===== src/core/rcd_pkg.sv =====
// constants and types for the read channel converter control block
// What this block does
// RULE1: each converter keeps 5-bit data and servo values
// RULE2: servo gate selects servo or data value
// RULE3: disabled converter tristates and powers down (code: shared conv_power_o drops only when all three converters are disabled)
// RULE4: full reset clears all converter registers
// RULE5: partial reset leaves converters untouched
// RULE6: bypass mode pulses fast attack on gate edges
// RULE7: channel off forces cutoff code to eight
// RULE8: channel off forces boost output to ground
// RULE9: channel off forces hysteresis output high
// RULE10: bypass clear, channel off pulls fast attack high
// RULE11: bypass set, channel off steers reference current
// RULE12: boost codes zero and one clamp ground
// RULE13: boost resets to zero count, disabled
// RULE14: ratio mode clear uses level as reference
// RULE15: hysteresis has data and servo registers
// RULE16: forcing never alters stored values
package rcd_pkg;
  localparam int unsigned CODE_W      = 5;
  localparam int unsigned NUM_CONV    = 3;
  localparam int unsigned IDX_CUTOFF  = 0;
  localparam int unsigned IDX_BOOST   = 1;
  localparam int unsigned IDX_HYST    = 2;
  localparam logic [4:0]  CODE_RESET  = 5'h00;
  localparam logic [4:0]  CUTOFF_FORCE = 5'h08;
  localparam logic [4:0]  BOOST_NOBOOST_MAX = 5'h01;
  localparam logic [4:0]  CODE_ZERO   = 5'h00;
  localparam logic [4:0]  CODE_FULL   = 5'h1f;
  // converter output stage selection
  typedef enum logic [1:0] {
    RCD_OUT_CODE,
    RCD_OUT_GROUND,
    RCD_OUT_HIGH
  } rcd_out_e;
endpackage : rcd_pkg


===== src/core/rcd_conv.sv =====
// one converter channel: value storage, enable and selection
`timescale 1ns/1ps
`default_nettype none
module rcd_conv (
  input  wire logic                      clk_i,
  input  wire logic                      rst_i,
  input  wire logic                      clear_i,
  input  wire logic                      wr_data_i,
  input  wire logic                      wr_servo_i,
  input  wire logic                      wr_en_i,
  input  wire logic [rcd_pkg::CODE_W-1:0] wdata_i,
  input  wire logic                      en_val_i,
  input  wire logic                      servo_gate_i,
  output logic                           enabled_o,
  output logic      [rcd_pkg::CODE_W-1:0] sel_code_o
);
  typedef struct packed {
    logic [rcd_pkg::CODE_W-1:0] data_val;
    logic [rcd_pkg::CODE_W-1:0] servo_val;
    logic                       en;
  } rcd_conv_s;

  rcd_conv_s st;
  rcd_conv_s next_st;

  always_comb begin
    next_st = st;
    if (clear_i) begin
      next_st.data_val  = rcd_pkg::CODE_RESET; // see RULE4
      next_st.servo_val = rcd_pkg::CODE_RESET;
      next_st.en        = 1'b0;
    end else begin
      if (wr_data_i) begin
        next_st.data_val = wdata_i; // see RULE1
      end
      if (wr_servo_i) begin
        next_st.servo_val = wdata_i; // see RULE1
      end
      if (wr_en_i) begin
        next_st.en = en_val_i;
      end
    end
  end

  always_ff @(posedge clk_i) begin
    if (rst_i) begin
      st <= '0;
    end else begin
      st <= next_st;
    end
  end

  assign enabled_o  = st.en;
  assign sel_code_o = servo_gate_i ? st.servo_val : st.data_val; // see RULE2
endmodule : rcd_conv
`default_nettype wire


===== src/core/rcd_top.sv =====
// top of the read channel converter control block
`timescale 1ns/1ps
`default_nettype none
module rcd_top (
  input  wire logic                       clk_i,
  input  wire logic                       rst_i,
  input  wire logic                       full_reset_powerdown_i,
  input  wire logic                       partial_reset_powerdown_i,
  input  wire logic [2:0]                 wr_data_i,
  input  wire logic [2:0]                 wr_servo_i,
  input  wire logic [2:0]                 wr_enable_i,
  input  wire logic [rcd_pkg::CODE_W-1:0] wdata_i,
  input  wire logic                       converter_enable_bit_i,
  input  wire logic                       wr_mode_i,
  input  wire logic                       bypass_cap_mode_i,
  input  wire logic                       hysteresis_ratio_mode_i,
  input  wire logic                       servo_gate_i,
  input  wire logic                       channel_power_enable_i,
  output logic      [rcd_pkg::CODE_W-1:0] cutoff_code_o,
  output logic                            cutoff_oe_o,
  output logic      [rcd_pkg::CODE_W-1:0] boost_code_o,
  output rcd_pkg::rcd_out_e               boost_mode_o,
  output logic                            boost_oe_o,
  output logic      [rcd_pkg::CODE_W-1:0] hyst_code_o,
  output rcd_pkg::rcd_out_e               hyst_mode_o,
  output logic                            hyst_oe_o,
  output logic                            hyst_level_ref_o,
  output logic                            conv_power_o,
  output logic                            fast_attack_pin_o,
  output logic                            fast_attack_oe_o,
  output logic                            current_reference_input_source_on_o
);
  typedef struct packed {
    logic                       bypass_mode;
    logic                       ratio_mode;
    logic                       gate_q;
    logic                       gate_edge;
    logic [rcd_pkg::CODE_W-1:0] cut_code;
    logic                       cut_oe;
    logic [rcd_pkg::CODE_W-1:0] bst_code;
    rcd_pkg::rcd_out_e          bst_mode;
    logic                       bst_oe;
    logic [rcd_pkg::CODE_W-1:0] hys_code;
    rcd_pkg::rcd_out_e          hys_mode;
    logic                       hys_oe;
    logic [2:0]                 pwr;
  } rcd_top_s;

  rcd_top_s st;
  rcd_top_s next_st;

  logic [2:0]                 conv_en;
  logic [rcd_pkg::CODE_W-1:0] conv_code [rcd_pkg::NUM_CONV];

  // partial reset is deliberately not wired in here
  genvar gi;
  generate
    for (gi = 0; gi < rcd_pkg::NUM_CONV; gi++) begin : g_conv
      rcd_conv u_conv (
        .clk_i        (clk_i),
        .rst_i        (rst_i),
        .clear_i      (full_reset_powerdown_i), // see RULE4 see RULE5
        .wr_data_i    (wr_data_i[gi]),
        .wr_servo_i   (wr_servo_i[gi]), // see RULE15
        .wr_en_i      (wr_enable_i[gi]),
        .wdata_i      (wdata_i),
        .en_val_i     (converter_enable_bit_i),
        .servo_gate_i (servo_gate_i),
        .enabled_o    (conv_en[gi]),
        .sel_code_o   (conv_code[gi])
      );
    end
  endgenerate

  logic unused_partial;
  assign unused_partial = partial_reset_powerdown_i;

  always_comb begin
    next_st = st;
    if (full_reset_powerdown_i) begin
      next_st.bypass_mode = 1'b0;
      next_st.ratio_mode  = 1'b0;
    end else if (wr_mode_i) begin
      next_st.bypass_mode = bypass_cap_mode_i;
      next_st.ratio_mode  = hysteresis_ratio_mode_i;
    end
    next_st.gate_q    = servo_gate_i;
    next_st.gate_edge = servo_gate_i ^ st.gate_q; // see RULE6
    next_st.pwr       = conv_en; // see RULE3

    // cutoff converter
    next_st.cut_oe   = conv_en[rcd_pkg::IDX_CUTOFF]; // see RULE3
    next_st.cut_code = conv_code[rcd_pkg::IDX_CUTOFF];
    if (!channel_power_enable_i) begin
      next_st.cut_code = rcd_pkg::CUTOFF_FORCE; // see RULE7 see RULE16
    end

    // boost converter
    next_st.bst_oe   = conv_en[rcd_pkg::IDX_BOOST];
    next_st.bst_code = conv_code[rcd_pkg::IDX_BOOST];
    next_st.bst_mode = rcd_pkg::RCD_OUT_CODE;
    if (!channel_power_enable_i) begin
      next_st.bst_mode = rcd_pkg::RCD_OUT_GROUND; // see RULE8
      next_st.bst_code = rcd_pkg::CODE_ZERO;
    end else if (conv_code[rcd_pkg::IDX_BOOST] <=
                 rcd_pkg::BOOST_NOBOOST_MAX) begin
      next_st.bst_mode = rcd_pkg::RCD_OUT_GROUND; // see RULE12 see RULE13
      next_st.bst_code = rcd_pkg::CODE_ZERO;
    end

    // hysteresis converter
    next_st.hys_oe   = conv_en[rcd_pkg::IDX_HYST];
    next_st.hys_code = conv_code[rcd_pkg::IDX_HYST];
    next_st.hys_mode = rcd_pkg::RCD_OUT_CODE;
    if (!channel_power_enable_i) begin
      next_st.hys_mode = rcd_pkg::RCD_OUT_HIGH; // see RULE9
      next_st.hys_code = rcd_pkg::CODE_FULL;
    end
  end

  always_ff @(posedge clk_i) begin
    if (rst_i) begin
      st          <= '0;
      st.bst_mode <= rcd_pkg::RCD_OUT_CODE;
      st.hys_mode <= rcd_pkg::RCD_OUT_CODE;
    end else begin
      st <= next_st;
    end
  end

  assign cutoff_code_o    = st.cut_code;
  assign cutoff_oe_o      = st.cut_oe;
  assign boost_code_o     = st.bst_code;
  assign boost_mode_o     = st.bst_mode;
  assign boost_oe_o       = st.bst_oe;
  assign hyst_code_o      = st.hys_code;
  assign hyst_mode_o      = st.hys_mode;
  assign hyst_oe_o        = st.hys_oe;
  assign hyst_level_ref_o = ~st.ratio_mode; // see RULE14
  assign conv_power_o     = |st.pwr;

  // fast attack pin: pulses on gate edges in bypass mode, else holds high while channel off
  always_comb begin
    if (st.bypass_mode) begin
      fast_attack_pin_o = st.gate_edge; // see RULE6
      fast_attack_oe_o  = ~st.gate_edge;
      current_reference_input_source_on_o  = ~channel_power_enable_i; // see RULE11
    end else begin
      fast_attack_pin_o = ~channel_power_enable_i; // see RULE10
      fast_attack_oe_o  = channel_power_enable_i;
      current_reference_input_source_on_o  = 1'b0;
    end
  end
endmodule : rcd_top
`default_nettype wire


===== config.mk =====
export PLATFORM = sky130hd
export DESIGN_NAME = rcd_top
export DESIGN_NICKNAME = d
export VERILOG_FILES = /design/src/core/rcd_pkg.sv /design/src/core/rcd_conv.sv /design/src/core/rcd_top.sv
export SDC_FILE = /design/constraint.sdc
export NUM_CORES = 1
export LEC_CHECK = 0
export BUFFER_PORTS_ARGS = -buffer_cell sky130_fd_sc_hd__buf_2
export CAP_MARGIN = 20
export CORE_MARGIN = 8
export CORE_UTILIZATION = 56
export CTS_CLUSTER_SIZE = 25
export DETAILED_ROUTE_END_ITERATION = 10
export GPL_ROUTABILITY_DRIVEN = 0
export PLACE_DENSITY = 0.94
export SLEW_MARGIN = 0
export SYNTH_ARGS = -nofsm -noshare
export SYNTH_HDL_FRONTEND = slang
export SYNTH_SLANG_ARGS = --single-unit

===== constraint.sdc =====
create_clock -name clk_i -period 2.8 [get_ports clk_i]
set_input_delay 0.42 -clock clk_i [delete_from_list [all_inputs] [get_ports clk_i]]
set_output_delay 0.42 -clock clk_i [all_outputs]
set_load 0.02 [all_outputs]

Word-level counts from Yosys, hierarchy flattened
Cells that the tools add are included.
W data, S select, Z words.
- $lt $le $gt $ge: 1
- multiplexer cells: 10
- bitwise logic cells: 4
- reduce and logical (&&, ||, !) cells: 4
- operators with widths (operator ; count):
    $mux W5 ; 3
    $mux W7 ; 1
    $reduce_or A3 Y1 ; 2
    $le A5 B1 Y1 const B ; 1
    $mux W1 ; 5
    $mux W4 ; 1
    $reduce_or A2 Y1 ; 2
    $not A1 Y1 ; 3
    $xor A1 B1 Y1 ; 1
- flip-flop bits (word level): 62
- bits of input ports: 24
- output and inout bits: 27

Depth between registers and ports, before layout
Gate-level depths: netlist (run 1).
- depth in word-level cells: 4
- mapped depth: 4

Hierarchy
Synthesis (run 1) repeated with hierarchy kept, for this count alone.
- cell total of the unflattened synthesis: 213
- area total of the unflattened synthesis: 2237.1 µm²
- by module, submodules not included (module ; instances ; cells each ; area each (µm²) ; sequential area each (µm²)):
    rcd_conv ; 3 ; 42 ; 455.4 ; 220.2
    rcd_top ; 1 ; 87 ; 870.8 ; 480.5

Worst setup path after synthesis (run 1)
Ideal clock, no wire load.
- path kind: input to output
- from: input port channel_power_enable_i
- to: output port fast_attack_oe_o
- arrival: 1.019 ns
- required time: 2.380 ns
- slack: 1.361 ns
- cell stages on the path: 4
- cells stage by stage: buf_2 > nor2_1 > a21o_1 > inv_1
- longest elaborated chain between the ends: 1
- RTL lines (item ; RTL line ; RTL):
    from (decl) ; rcd_top.sv:18 ; input wire logic channel_power_enable_i,
    $mux W1 ; rcd_top.sv:144 ; if (st.bypass_mode) begin
    to (decl) ; rcd_top.sv:30 ; output logic fast_attack_oe_o,
No other way between the ends.

Final worst setup path (run 1)
- from: register st[1] in the netlist's numbering
- to: output port conv_power_o
- longest elaborated chain between the ends: 1
- RTL lines (item ; RTL line ; RTL):
    from (decl) ; rcd_top.sv:49 ; rcd_top_s st;
    from (signal assigned) ; rcd_top.sv:127 ; st <= next_st;
    $reduce_or A3 Y1 ; rcd_top.sv:140 ; assign conv_power_o = |st.pwr;
    to (decl) ; rcd_top.sv:28 ; output logic conv_power_o,
No other way between the ends.

==> metrics.md, run 1 <==
| Metric | Value |
|---|---|
| Status | `complete, no violations` |
| Comb pwr share | `0.092` |
| Gr usage total | `0.1505` |
| CP Cell Sequence | `or3_1, buf_2` |
| Reg-to-Reg Start | `g_conv[1].u_conv.st[10]$_SDFFE_PP0P_` |
| CTS root buf | `clkbuf_8` |
| Cts hold-fix bufs | `0` |
| Final hold vios | `0` |
| Crit Path Max Fanout | `2` |
| Post-synth top area share | `0.5155` |
| Max Cap Violations | `0` |
| Crit Path Class | `reg -> out` |
| Sequential power share | `0.517` |
| Switching Share | `0.2365` |
| Dpl hpwl | `approximately 3 mm` |
| Antenna Nets Post-Route | `0` |
| Worst flop-to-flop path endpoint | `boost_code_o[0]$_SDFF_PP0_` |
| Clock network fraction of total power | `0.391` |
| CP endpoint kind | `output port` |
| Count of pins over their slew limit | `0` |
| Pre-antenna DRT Iters | `4` |
| Yosys reg bits | `57` |
| Starting DRT DRC Count | `89` |
| Initial antenna violation count | `0` |
| Critical Path Source Type | `flip-flop` |
| Leak Pwr | `~1.2 nW` |
| Pint | `0.001262 W` |
| Cell taking the most area after synthesis | `dfxtp_1` |
| Synth warn | `0` |
| Fraction of the yosys area taken by sequential cells | `0.5155` |
| Slew margin rel. | `0.6464` |
| WHS Path Cells | `3` |
| Skew final | `0.004665 ns` |
| Core Rows | `23` |
| Vias | `1,468` |
| Pwr Density | `676.1 nW/µm²` |
| Final worst path period share | `0.5669` |
| CP Data Arrival Time | `1.17 ns` |
| Ant. Diodes | `0` |
| Placed cell count | `278` |
| Die Span X | `78.87 µm` |
| Top cells by area, synth | `dfxtp_1 52%, mux2i_1 22%, nor2_1 7.5%` |
| Clk sink count | `57` |
| Clock period minus worst slack | `1.587 ns` |
| Setup Fix Bufs, Post-CTS | `0` |
| Hold Crit Start | `bypass_cap_mode_i` |
| Layout cells sized above 1 | `0.2562` |
| Ys flop type | `dfxtp_1` |
| Peak VDD IR | `roughly 390 µV` |
| Mapped cell area | `2213 µm²` |
| WP buf/inv | `1` |
| Reg clk slew, reported paths | `0.06 ns` |
| Worst R2R Path Depth | `3` |
| Pin count of the biggest net entering global routing | `33` |
| Final Instance Count excl. Fillers | `just under 300` |
| Slowest cell delay on critical path | `between 0.3 and 0.4 ns` |
| Die height | `78.87 µm` |
| Cell variety after synth | `22` |
| Post-route DRC | `0` |
| H-tree depth | `3` |
| Number of gates resized after cts | `0` |
| Wire per inst | `15.36 µm` |
| CTS tree | `done` |
| Syn avg cell area | `10.39 µm²` |
| Core Region | `3914 µm²` |
| Global-route wire length before repair | `about 7.3 mm` |
| Ports | `51` |
| # fillers | `312` |
| RSZ-0062 raised after global routing | `no` |
| Cell count after synthesis | `213` |
| Max Buffers Root-to-Sink | `2` |
| Number of global-route vias before repair | `1,613` |
| Num CTS Buffers | `9` |
| Hold endpoint | `st[28]$_SDFFE_PP0P_` |
| Global route overflow | `0` |
| Final nets | `around 260` |
| Worst EP required | `2.38 ns` |
| Post-synth EDFFs | `0` |
| I/O Buffers | `47` |
| Reg2reg setup slack | `1.67 ns` |
| Clock Latency Late Sink | `0.33 ns` |
| HP Class | `in -> reg` |
| Die area | `between 6000 and 7000 µm²` |
| Slowest cell on crit path | `or3_1` |
| Drt via density | `5.027` |
| Initial Util | `0.5655` |
| Setup Viol. Count Final | `0` |
| Total wire length after detailed routing | `4.486 mm` |
| Area grow syn2layout | `10.40%` |
| Post-synthesis async set-or-reset flop share | `0` |
| Switch Pwr | `0.0003907 W` |
| Top delay family on crit path | `simple AND/OR/NAND/NOR gates` |
| Worst-Margin Slew | `0.5304 ns` |
| Post-route setup TNS | `0 ns` |
| Fmax | `630.0 MHz` |
[flip-flops by register name, summed over array words and instances (netlist names)]
name                     cells
hyst_mode_o                  1
boost_code_o                 5
g_conv.u_conv.enabled_o      3
hyst_oe_o                    1
hyst_code_o                  5
boost_mode_o                 1
st                           6
g_conv.u_conv.st            30
cutoff_code_o                5
[worst max path at each step]
stage | cells after the start | to | start
after floorplan | 4 | fast_attack_oe_o | channel_power_enable_i
after global placement | 5 | fast_attack_oe_o | channel_power_enable_i
after detailed placement | 5 | fast_attack_oe_o | channel_power_enable_i
after CTS | 2 | conv_power_o | st[1]$_SDFF_PP0_
after global routing | 4 | fast_attack_oe_o | st[28]$_SDFFE_PP0P_
final | 2 | conv_power_o | st[1]$_SDFF_PP0_
[power by group through the flow]
| stage | logic, W | clock network [W] | registers, W |
|---|---|---|---|
| after global placement | 0.000147 | 0 | 0.000868 |
| final | 0.000152 | 0.000647 | 0.000853 |
| after floorplan | 0.000124 | 0 | 0.000868 |
| after global routing | 0.000164 | 0.000689 | 0.000857 |
| after CTS | 0.000152 | 0.000654 | 0.000853 |
| after detailed placement | 0.000151 | 0 | 0.000870 |
[cell usage after synthesis, drive strengths merged, types with 4 or more instances]
library cell	count
dfxtp	57
mux2i	49
inv	4
clkbuf	4
a21oi	7
nor2b	6
nor2	46
buf	30
[stage by stage]
stage	power [W]	cell area, µm²	worst slack [ns]	hold WS (ns)	util
after floorplan	0.0009918	2217	1.361	0.4374	-
after global placement	0.001015	2281	1.331	0.4461	0.5828
after detailed placement	0.001021	2281	1.333	0.4586	0.5828
after CTS	0.001660	2444	1.207	0.3300	0.6244
after global routing	0.001710	2444	1.189	0.3529	0.6244
final	0.001652	2444	1.213	0.3329	0.6244
[cell families (layout without fill, tap and decap cells)]
group / count (synthesis) / count (layout) / synth area share
flops: 57 / 57 / 0.5155
simple gates: 56 / 56 / 0.1085
mux: 49 / 49 / 0.2216
buf+inv: 38 / 66 / 0.1159
compound gates: 11 / 11 / 0.03279
other cells: 1 / 2 / 0.001694
xor+xnor: 1 / 1 / 0.003958
[area by class of cell]
type / instances / area (µm²) / area share
multi-input cells: 119 / 819.5 / 0.3354
clock buffers: 14 / 162.7 / 0.06656
well taps: 50 / 62.56 / 0.02560
inverters: 4 / 15.01 / 0.006144
repair buffers: 48 / 242.7 / 0.09933
flip-flops and latches: 57 / 1141 / 0.4670
[worst register-to-register path: stages, from the launching register on]
cell	delay (ns)
dfxtp_1	0.32
nor4_1	0.40
o32ai_1	0.13
nor2b_1	0.15
[layout by cell type, fill, tap and decap left out, drive strengths merged]
master,synthesis,final
o41ai,1,1
a21oi,7,7
nand2b,1,1
mux2i,49,49
o21ai,1,1
clkbuf,4,14
or3,1,1
o32ai,1,1
xnor2,1,1
nor2b,6,6
or2,1,1
inv,4,4
dfxtp,57,57
a21o,1,1
nor4,1,1
buf,30,48
nor2,46,46
conb,1,2
[routing by layer]
layer / routed length (µm) / GRT usage / up-vias
met3: 238 / 0.06208 / 10
met4: 93 / 0.06296 / 0
met1: 1836 / 0.1533 / 690
li1: - / - / 726
met5: 0 / 0 / -
met2: 2318 / 0.2659 / 42
Power figures use the tool's default switching activity.
==> inputs of run 2 (changes only) <==
Settings changed: CORE_UTILIZATION 56 to 47, PLACE_DENSITY 0.94 to 0.86.
Clock period 2.8 ns to 1.3 ns, I/O delays scaled along.
==> metrics.md, run 2 (synthesis results as in run 1) <==
| Metric | Value |
|---|---|
| Leak Pwr | `1.221 nW` |
| Initial antenna violation count | `0` |
| Gr usage total | `0.1240` |
| Drt via density | `between 4 and 5` |
| Antenna Nets Post-Route | `0` |
| Hold Crit Start | `rst_i` |
| Total wire length after detailed routing | `between 4 and 5 mm` |
| Clock Latency Late Sink | `0.33 ns` |
| Vias | `1,425` |
| Fmax | `738.5 MHz` |
| Status | `complete, but fails checks` |
| Pre-antenna DRT Iters | `4` |
| Tot Pwr | `around 0.0038 W` |
| Num CTS Buffers | `9` |
| Final hold vios | `0` |
| CP endpoint kind | `output port` |
| Pin count of the biggest net entering global routing | `34` |
| Critical Path Source Type | `flip-flop` |
| Skew final | `0.007500 ns` |
| HP Class | `in -> reg` |
| Post-route DRC | `0` |
| WHS Path Cells | `2` |
| Cts hold-fix bufs | `0` |
| Initial Util | `0.4781` |
| H-tree depth | `3` |
| CTS root buf | `clkbuf_8` |
| Final nets | `267` |
| Largest registers | `g_conv.u_conv.st x30, st x6` |
| Ports | `51` |
| Commonest non-fill, non-tap cell in the layout | `dfxtp_1` |
| Crit Path Class | `reg -> out` |
| Hold endpoint | `st[0]$_SDFF_PP0_` |
| WHS | `a little over 0.08 ns` |
| Reg-to-Reg Start | `g_conv[1].u_conv.st[5]$_SDFFE_PP0P_` |
| Reg clk slew, reported paths | `0.06 ns` |
| CP Data Arrival Time | `approximately 1.2 ns` |
| Dpl hpwl | `3.006 mm` |
| Area grow syn2layout | `15.66%` |
| Worst R2R Path Depth | `3` |
| Die height | `84.63 µm` |
| Largest Register | `g_conv.u_conv.st` |
| Number of global-route vias before repair | `1,472` |
| Pwr Density | `1482 nW/µm²` |
| Count of pins over their slew limit | `0` |
| I/O Buffers | `47` |
| Largest register FFs | `30` |
| Wire per inst | `approximately 14 µm` |
| Worst flop-to-flop path endpoint | `boost_code_o[0]$_SDFF_PP0_` |
| Max Buffers Root-to-Sink | `2` |
| Setup Viol. Count Final | `1` |
| Most frequent cells in the layout | `54 x dfxtp_1, 49 x mux2i_1, 45 x buf_2, 43 x nor2_1, 11 x clkbuf_8` |
| Final worst path period share | `1.042` |
| Layout cells sized above 1 | `0.2996` |
| Clk sink count | `57` |
| CTS tree | `done` |
| Global route overflow | `0` |
| Worst EP required | `~1.1 ns` |
| Fin util | `0.5530` |
| # fillers | `just over 400` |
| Crit Path Max Fanout | `2` |
| Core Region | `4629 µm²` |
| Starting DRT DRC Count | `55` |
| Global-route wire length before repair | `6.837 mm` |
| Die Span X | `84.63 µm` |
| Max Cap Violations | `0` |
| Peak VDD IR | `759.9 µV` |
| Failing checks | `setup timing` |
| Reg2reg setup slack | `0.20 ns` |
| Core Rows | `25` |
| RSZ-0062 raised after global routing | `yes` |
| Ant. Diodes | `0` |
| Clock period minus worst slack | `1.354 ns` |
| Fin worst setup slack | `-0.05414 ns` |
| Die area | `about 7200 µm²` |
[run 2: worst max-delay path by stage]
| stage | startpoint | to | slack [ns] | cells past startpoint |
|---|---|---|---|---|
| after floorplan | st[1]$_SDFF_PP0_ | conv_power_o | 0.27 | 1 |
| after global placement | g_conv[1].u_conv.st[5]$_SDFFE_PP0P_ | boost_code_o[0]$_SDFF_PP0_ | 0.23 | 3 |
| after detailed placement | g_conv[1].u_conv.st[5]$_SDFFE_PP0P_ | boost_code_o[0]$_SDFF_PP0_ | 0.22 | 3 |
| after CTS | hyst_oe_o$_SDFF_PP0_ | conv_power_o | -0.08 | 2 |
| after global routing | st[0]$_SDFF_PP0_ | conv_power_o | -0.08 | 2 |
| final | st[0]$_SDFF_PP0_ | conv_power_o | -0.05 | 2 |
[run 2: power breakdown]
group	internal, W	leakage (nW)	switching (W)
combinational	0.000154	0.652	0.000196
sequential	0.00181	0.467	0.0000273
clock	0.000972	0.102	0.000635
[run 2: worst max-delay path, cell delays in order (launching register included)]
cell and delay (ns):
dfxtp_2 0.32, or3_4 0.38, buf_6 0.14
[run 2: stage by stage]
step	std cells	cell area, µm²	setup slack, ns	TNS (ns)
after global placement	286	2341	0.2316	0
after CTS	301	2550	-0.07502	-0.07502
final	301	2560	-0.05414	-0.05414
after floorplan	214	2217	0.2722	0
after detailed placement	286	2341	0.2167	0
after global routing	301	2560	-0.08367	-0.08993
[run 2: cell type report]
cell class | count | area, µm² | area share
sequential | 57 | 1145 | 0.4472
inverter | 4 | 15.01 | 0.005865
clock buffer | 12 | 155.1 | 0.06061
clock inverter | 3 | 40.04 | 0.01564
tap | 54 | 67.56 | 0.02639
timing repair buffer | 52 | 310.3 | 0.1212
multi-input combinational | 119 | 827.0 | 0.3231
[run 2: metal layers]
layer	global-route usage	vias to the layer above	routed length, µm
met5	0	-	0
met2	0.1954	38	1916
li1	-	732	-
met4	0.06311	0	69
met3	0.07122	7	362
met1	0.1287	648	1847
[run 2: what timing repair did]
item,CTS,global route
buffers inserted,0,0
endpoints found under the setup margin,2,3
resized for setup,5,4
pin swaps,1,2
==> inputs of run 3 (changes only) <==
Settings changed: CELL_PAD_IN_SITES_DETAIL_PLACEMENT set to 0, CELL_PAD_IN_SITES_GLOBAL_PLACEMENT set to 1, CORE_UTILIZATION 47 to 36, PLACE_DENSITY 0.86 to 0.85.
==> metrics.md, run 3 (synthesis results as in run 1) <==
| Metric | Value |
|---|---|
| Final hold vios | `0` |
| Dpl hpwl | `3.129 mm` |
| Max Cap Violations | `0` |
| Die Span X | `approximately 94 µm` |
| CTS tree | `done` |
| Failing checks | `setup timing` |
| Wire per inst | `13.18 µm` |
| Largest register FFs | `30` |
| Fin util | `0.4292` |
| Initial Util | `0.3738` |
| WHS | `0.08852 ns` |
| Post-Layout Inst Area | `2541 µm²` |
| Reg clk slew, reported paths | `0.06 ns` |
| Wire length on met1 | `1.852 mm` |
| Placed Area | `between 2000 and 2500 µm²` |
| CTS root buf | `clkbuf_8` |
| H-tree depth | `3` |
| HP Class | `in -> reg` |
| Peak VDD IR | `630.0 µV` |
| Reg2reg setup slack | `0.17 ns` |
| Worst R2R Path Depth | `3` |
| Starting DRT DRC Count | `94` |
| Layout cells sized above 1 | `0.2903` |
| Tot Pwr | `0.003675 W` |
| Area grow syn2layout | `14.81%` |
| Global-route wire length before repair | `7.189 mm` |
| Crit Path Max Fanout | `2` |
| Die height | `94.41 µm` |
| Most frequent cells in the layout | `55 x dfxtp_1, 49 x mux2i_1, 45 x buf_2, 44 x nor2_1, 9 x clkbuf_8` |
| Num CTS Buffers | `9` |
| Commonest non-fill, non-tap cell in the layout | `dfxtp_1` |
| Post-route DRC | `0` |
| Reg-to-Reg Start | `g_conv[1].u_conv.st[5]$_SDFFE_PP0P_` |
| Wire length on met2 | `1.963 mm` |
| Setup Fix Bufs, Post-CTS | `0` |
| RSZ-0062 raised after global routing | `yes` |
| Final nets | `~270` |
| Status | `complete, but fails checks` |
| Metal3 WL | `355 µm` |
| Core Rows | `28` |
| Total wire length after detailed routing | `4.256 mm` |
| Critical Path Source Type | `flip-flop` |
| Clock Latency Late Sink | `0.33 ns` |
| Worst Setup SP | `hyst_oe_o$_SDFF_PP0_` |
| Skew final | `0.005120 ns` |
| Final worst path period share | `1.043` |
| I/O Buffers | `between 40 and 50` |
| Pwr Density | `1446 nW/µm²` |
| Antenna Nets Post-Route | `0` |
| Vias | `1,440` |
| Initial antenna violation count | `0` |
| Ant. Diodes | `0` |
| Die area | `8913 µm²` |
| Setup Viol. Count Final | `1` |
| Clock period minus worst slack | `1.356 ns` |
| Largest registers | `g_conv.u_conv.st x30, st x6` |
| Worst setup path endpoint | `conv_power_o` |
| Leak Pwr | `about 1.2 nW` |
| Core Region | `5921 µm²` |
| Crit Path Class | `reg -> out` |
| Fin worst setup slack | `-0.05581 ns` |
| Largest Register | `g_conv.u_conv.st` |
| Ports | `51` |
| CP Data Arrival Time | `1.16 ns` |
| Clk sink count | `57` |
| Count of pins over their slew limit | `0` |
| Worst EP required | `1.11 ns` |
| Cts hold-fix bufs | `0` |
| Worst flop-to-flop path endpoint | `boost_code_o[0]$_SDFF_PP0_` |
| Drt via density | `4.458` |
| Number of global-route vias before repair | `1,501` |
| CP endpoint kind | `output port` |
| Max layer used | `met4` |
| Global route overflow | `0` |
| Pin count of the biggest net entering global routing | `22` |
| Fmax | `approximately 740 MHz` |
| Pre-antenna DRT Iters | `4` |
| Max Buffers Root-to-Sink | `2` |
| Gr usage total | `0.1059` |
==> run 3: how the worst min path moves through the flow <==
stage                     start              endpoint  slack [ns]  depth (start not counted)
after floorplan           rst_i  hyst_oe_o$_SDFF_PP0_        0.27                          1
after detailed placement  rst_i  hyst_oe_o$_SDFF_PP0_        0.43                          2
after global placement    rst_i  hyst_oe_o$_SDFF_PP0_        0.43                          2
after global routing      rst_i  hyst_oe_o$_SDFF_PP0_        0.08                          2
final                     rst_i  hyst_oe_o$_SDFF_PP0_        0.09                          2
after CTS                 rst_i  hyst_oe_o$_SDFF_PP0_        0.07                          2
==> run 3: timing repair <==
action                                  CTS  global route
endpoints found under the setup margin    2             2
gates resized for setup                   4             3
hold endpoints to repair                  0             0
pin swaps                                 1             1
==> run 3: final cells by class <==
class                      instances  area [µm²]
clock buffer                      11       131.4
clock inverter                     4       45.04
fill                             593        3379
inverter                           4       15.01
multi-input combinational        119       819.5
sequential                        57        1144
tap                               75       93.84
timing repair buffer              53       292.8
==> run 3: where the power goes <==
group	internal, W	switching (W)	total (W)
clock	0.000864	0.000637	0.00150
sequential	0.00181	0.0000273	0.00184
combinational	0.000146	0.000192	0.000338
==> run 3: per-layer routing <==
layer / up-vias / track usage
met5: - / 0
met4: 0 / 0.05020
met3: 9 / 0.05873
met2: 39 / 0.1657
met1: 657 / 0.1143
li1: 735 / -
==> run 3: critical path, stage by stage, from the launching register on <==
cell	delay, ns
dfxtp_1	0.31
or3_1	0.38
buf_6	0.14
==> run 3: metrics by stage <==
stage | setup TNS, ns | instances | setup WS, ns
final | -0.05581 | 323 | -0.05581
after CTS | -0.07160 | 323 | -0.07160
after global placement | 0 | 308 | 0.2026
after detailed placement | 0 | 308 | 0.1877
after floorplan | 0 | 214 | 0.2722
after global routing | -0.09395 | 323 | -0.09395
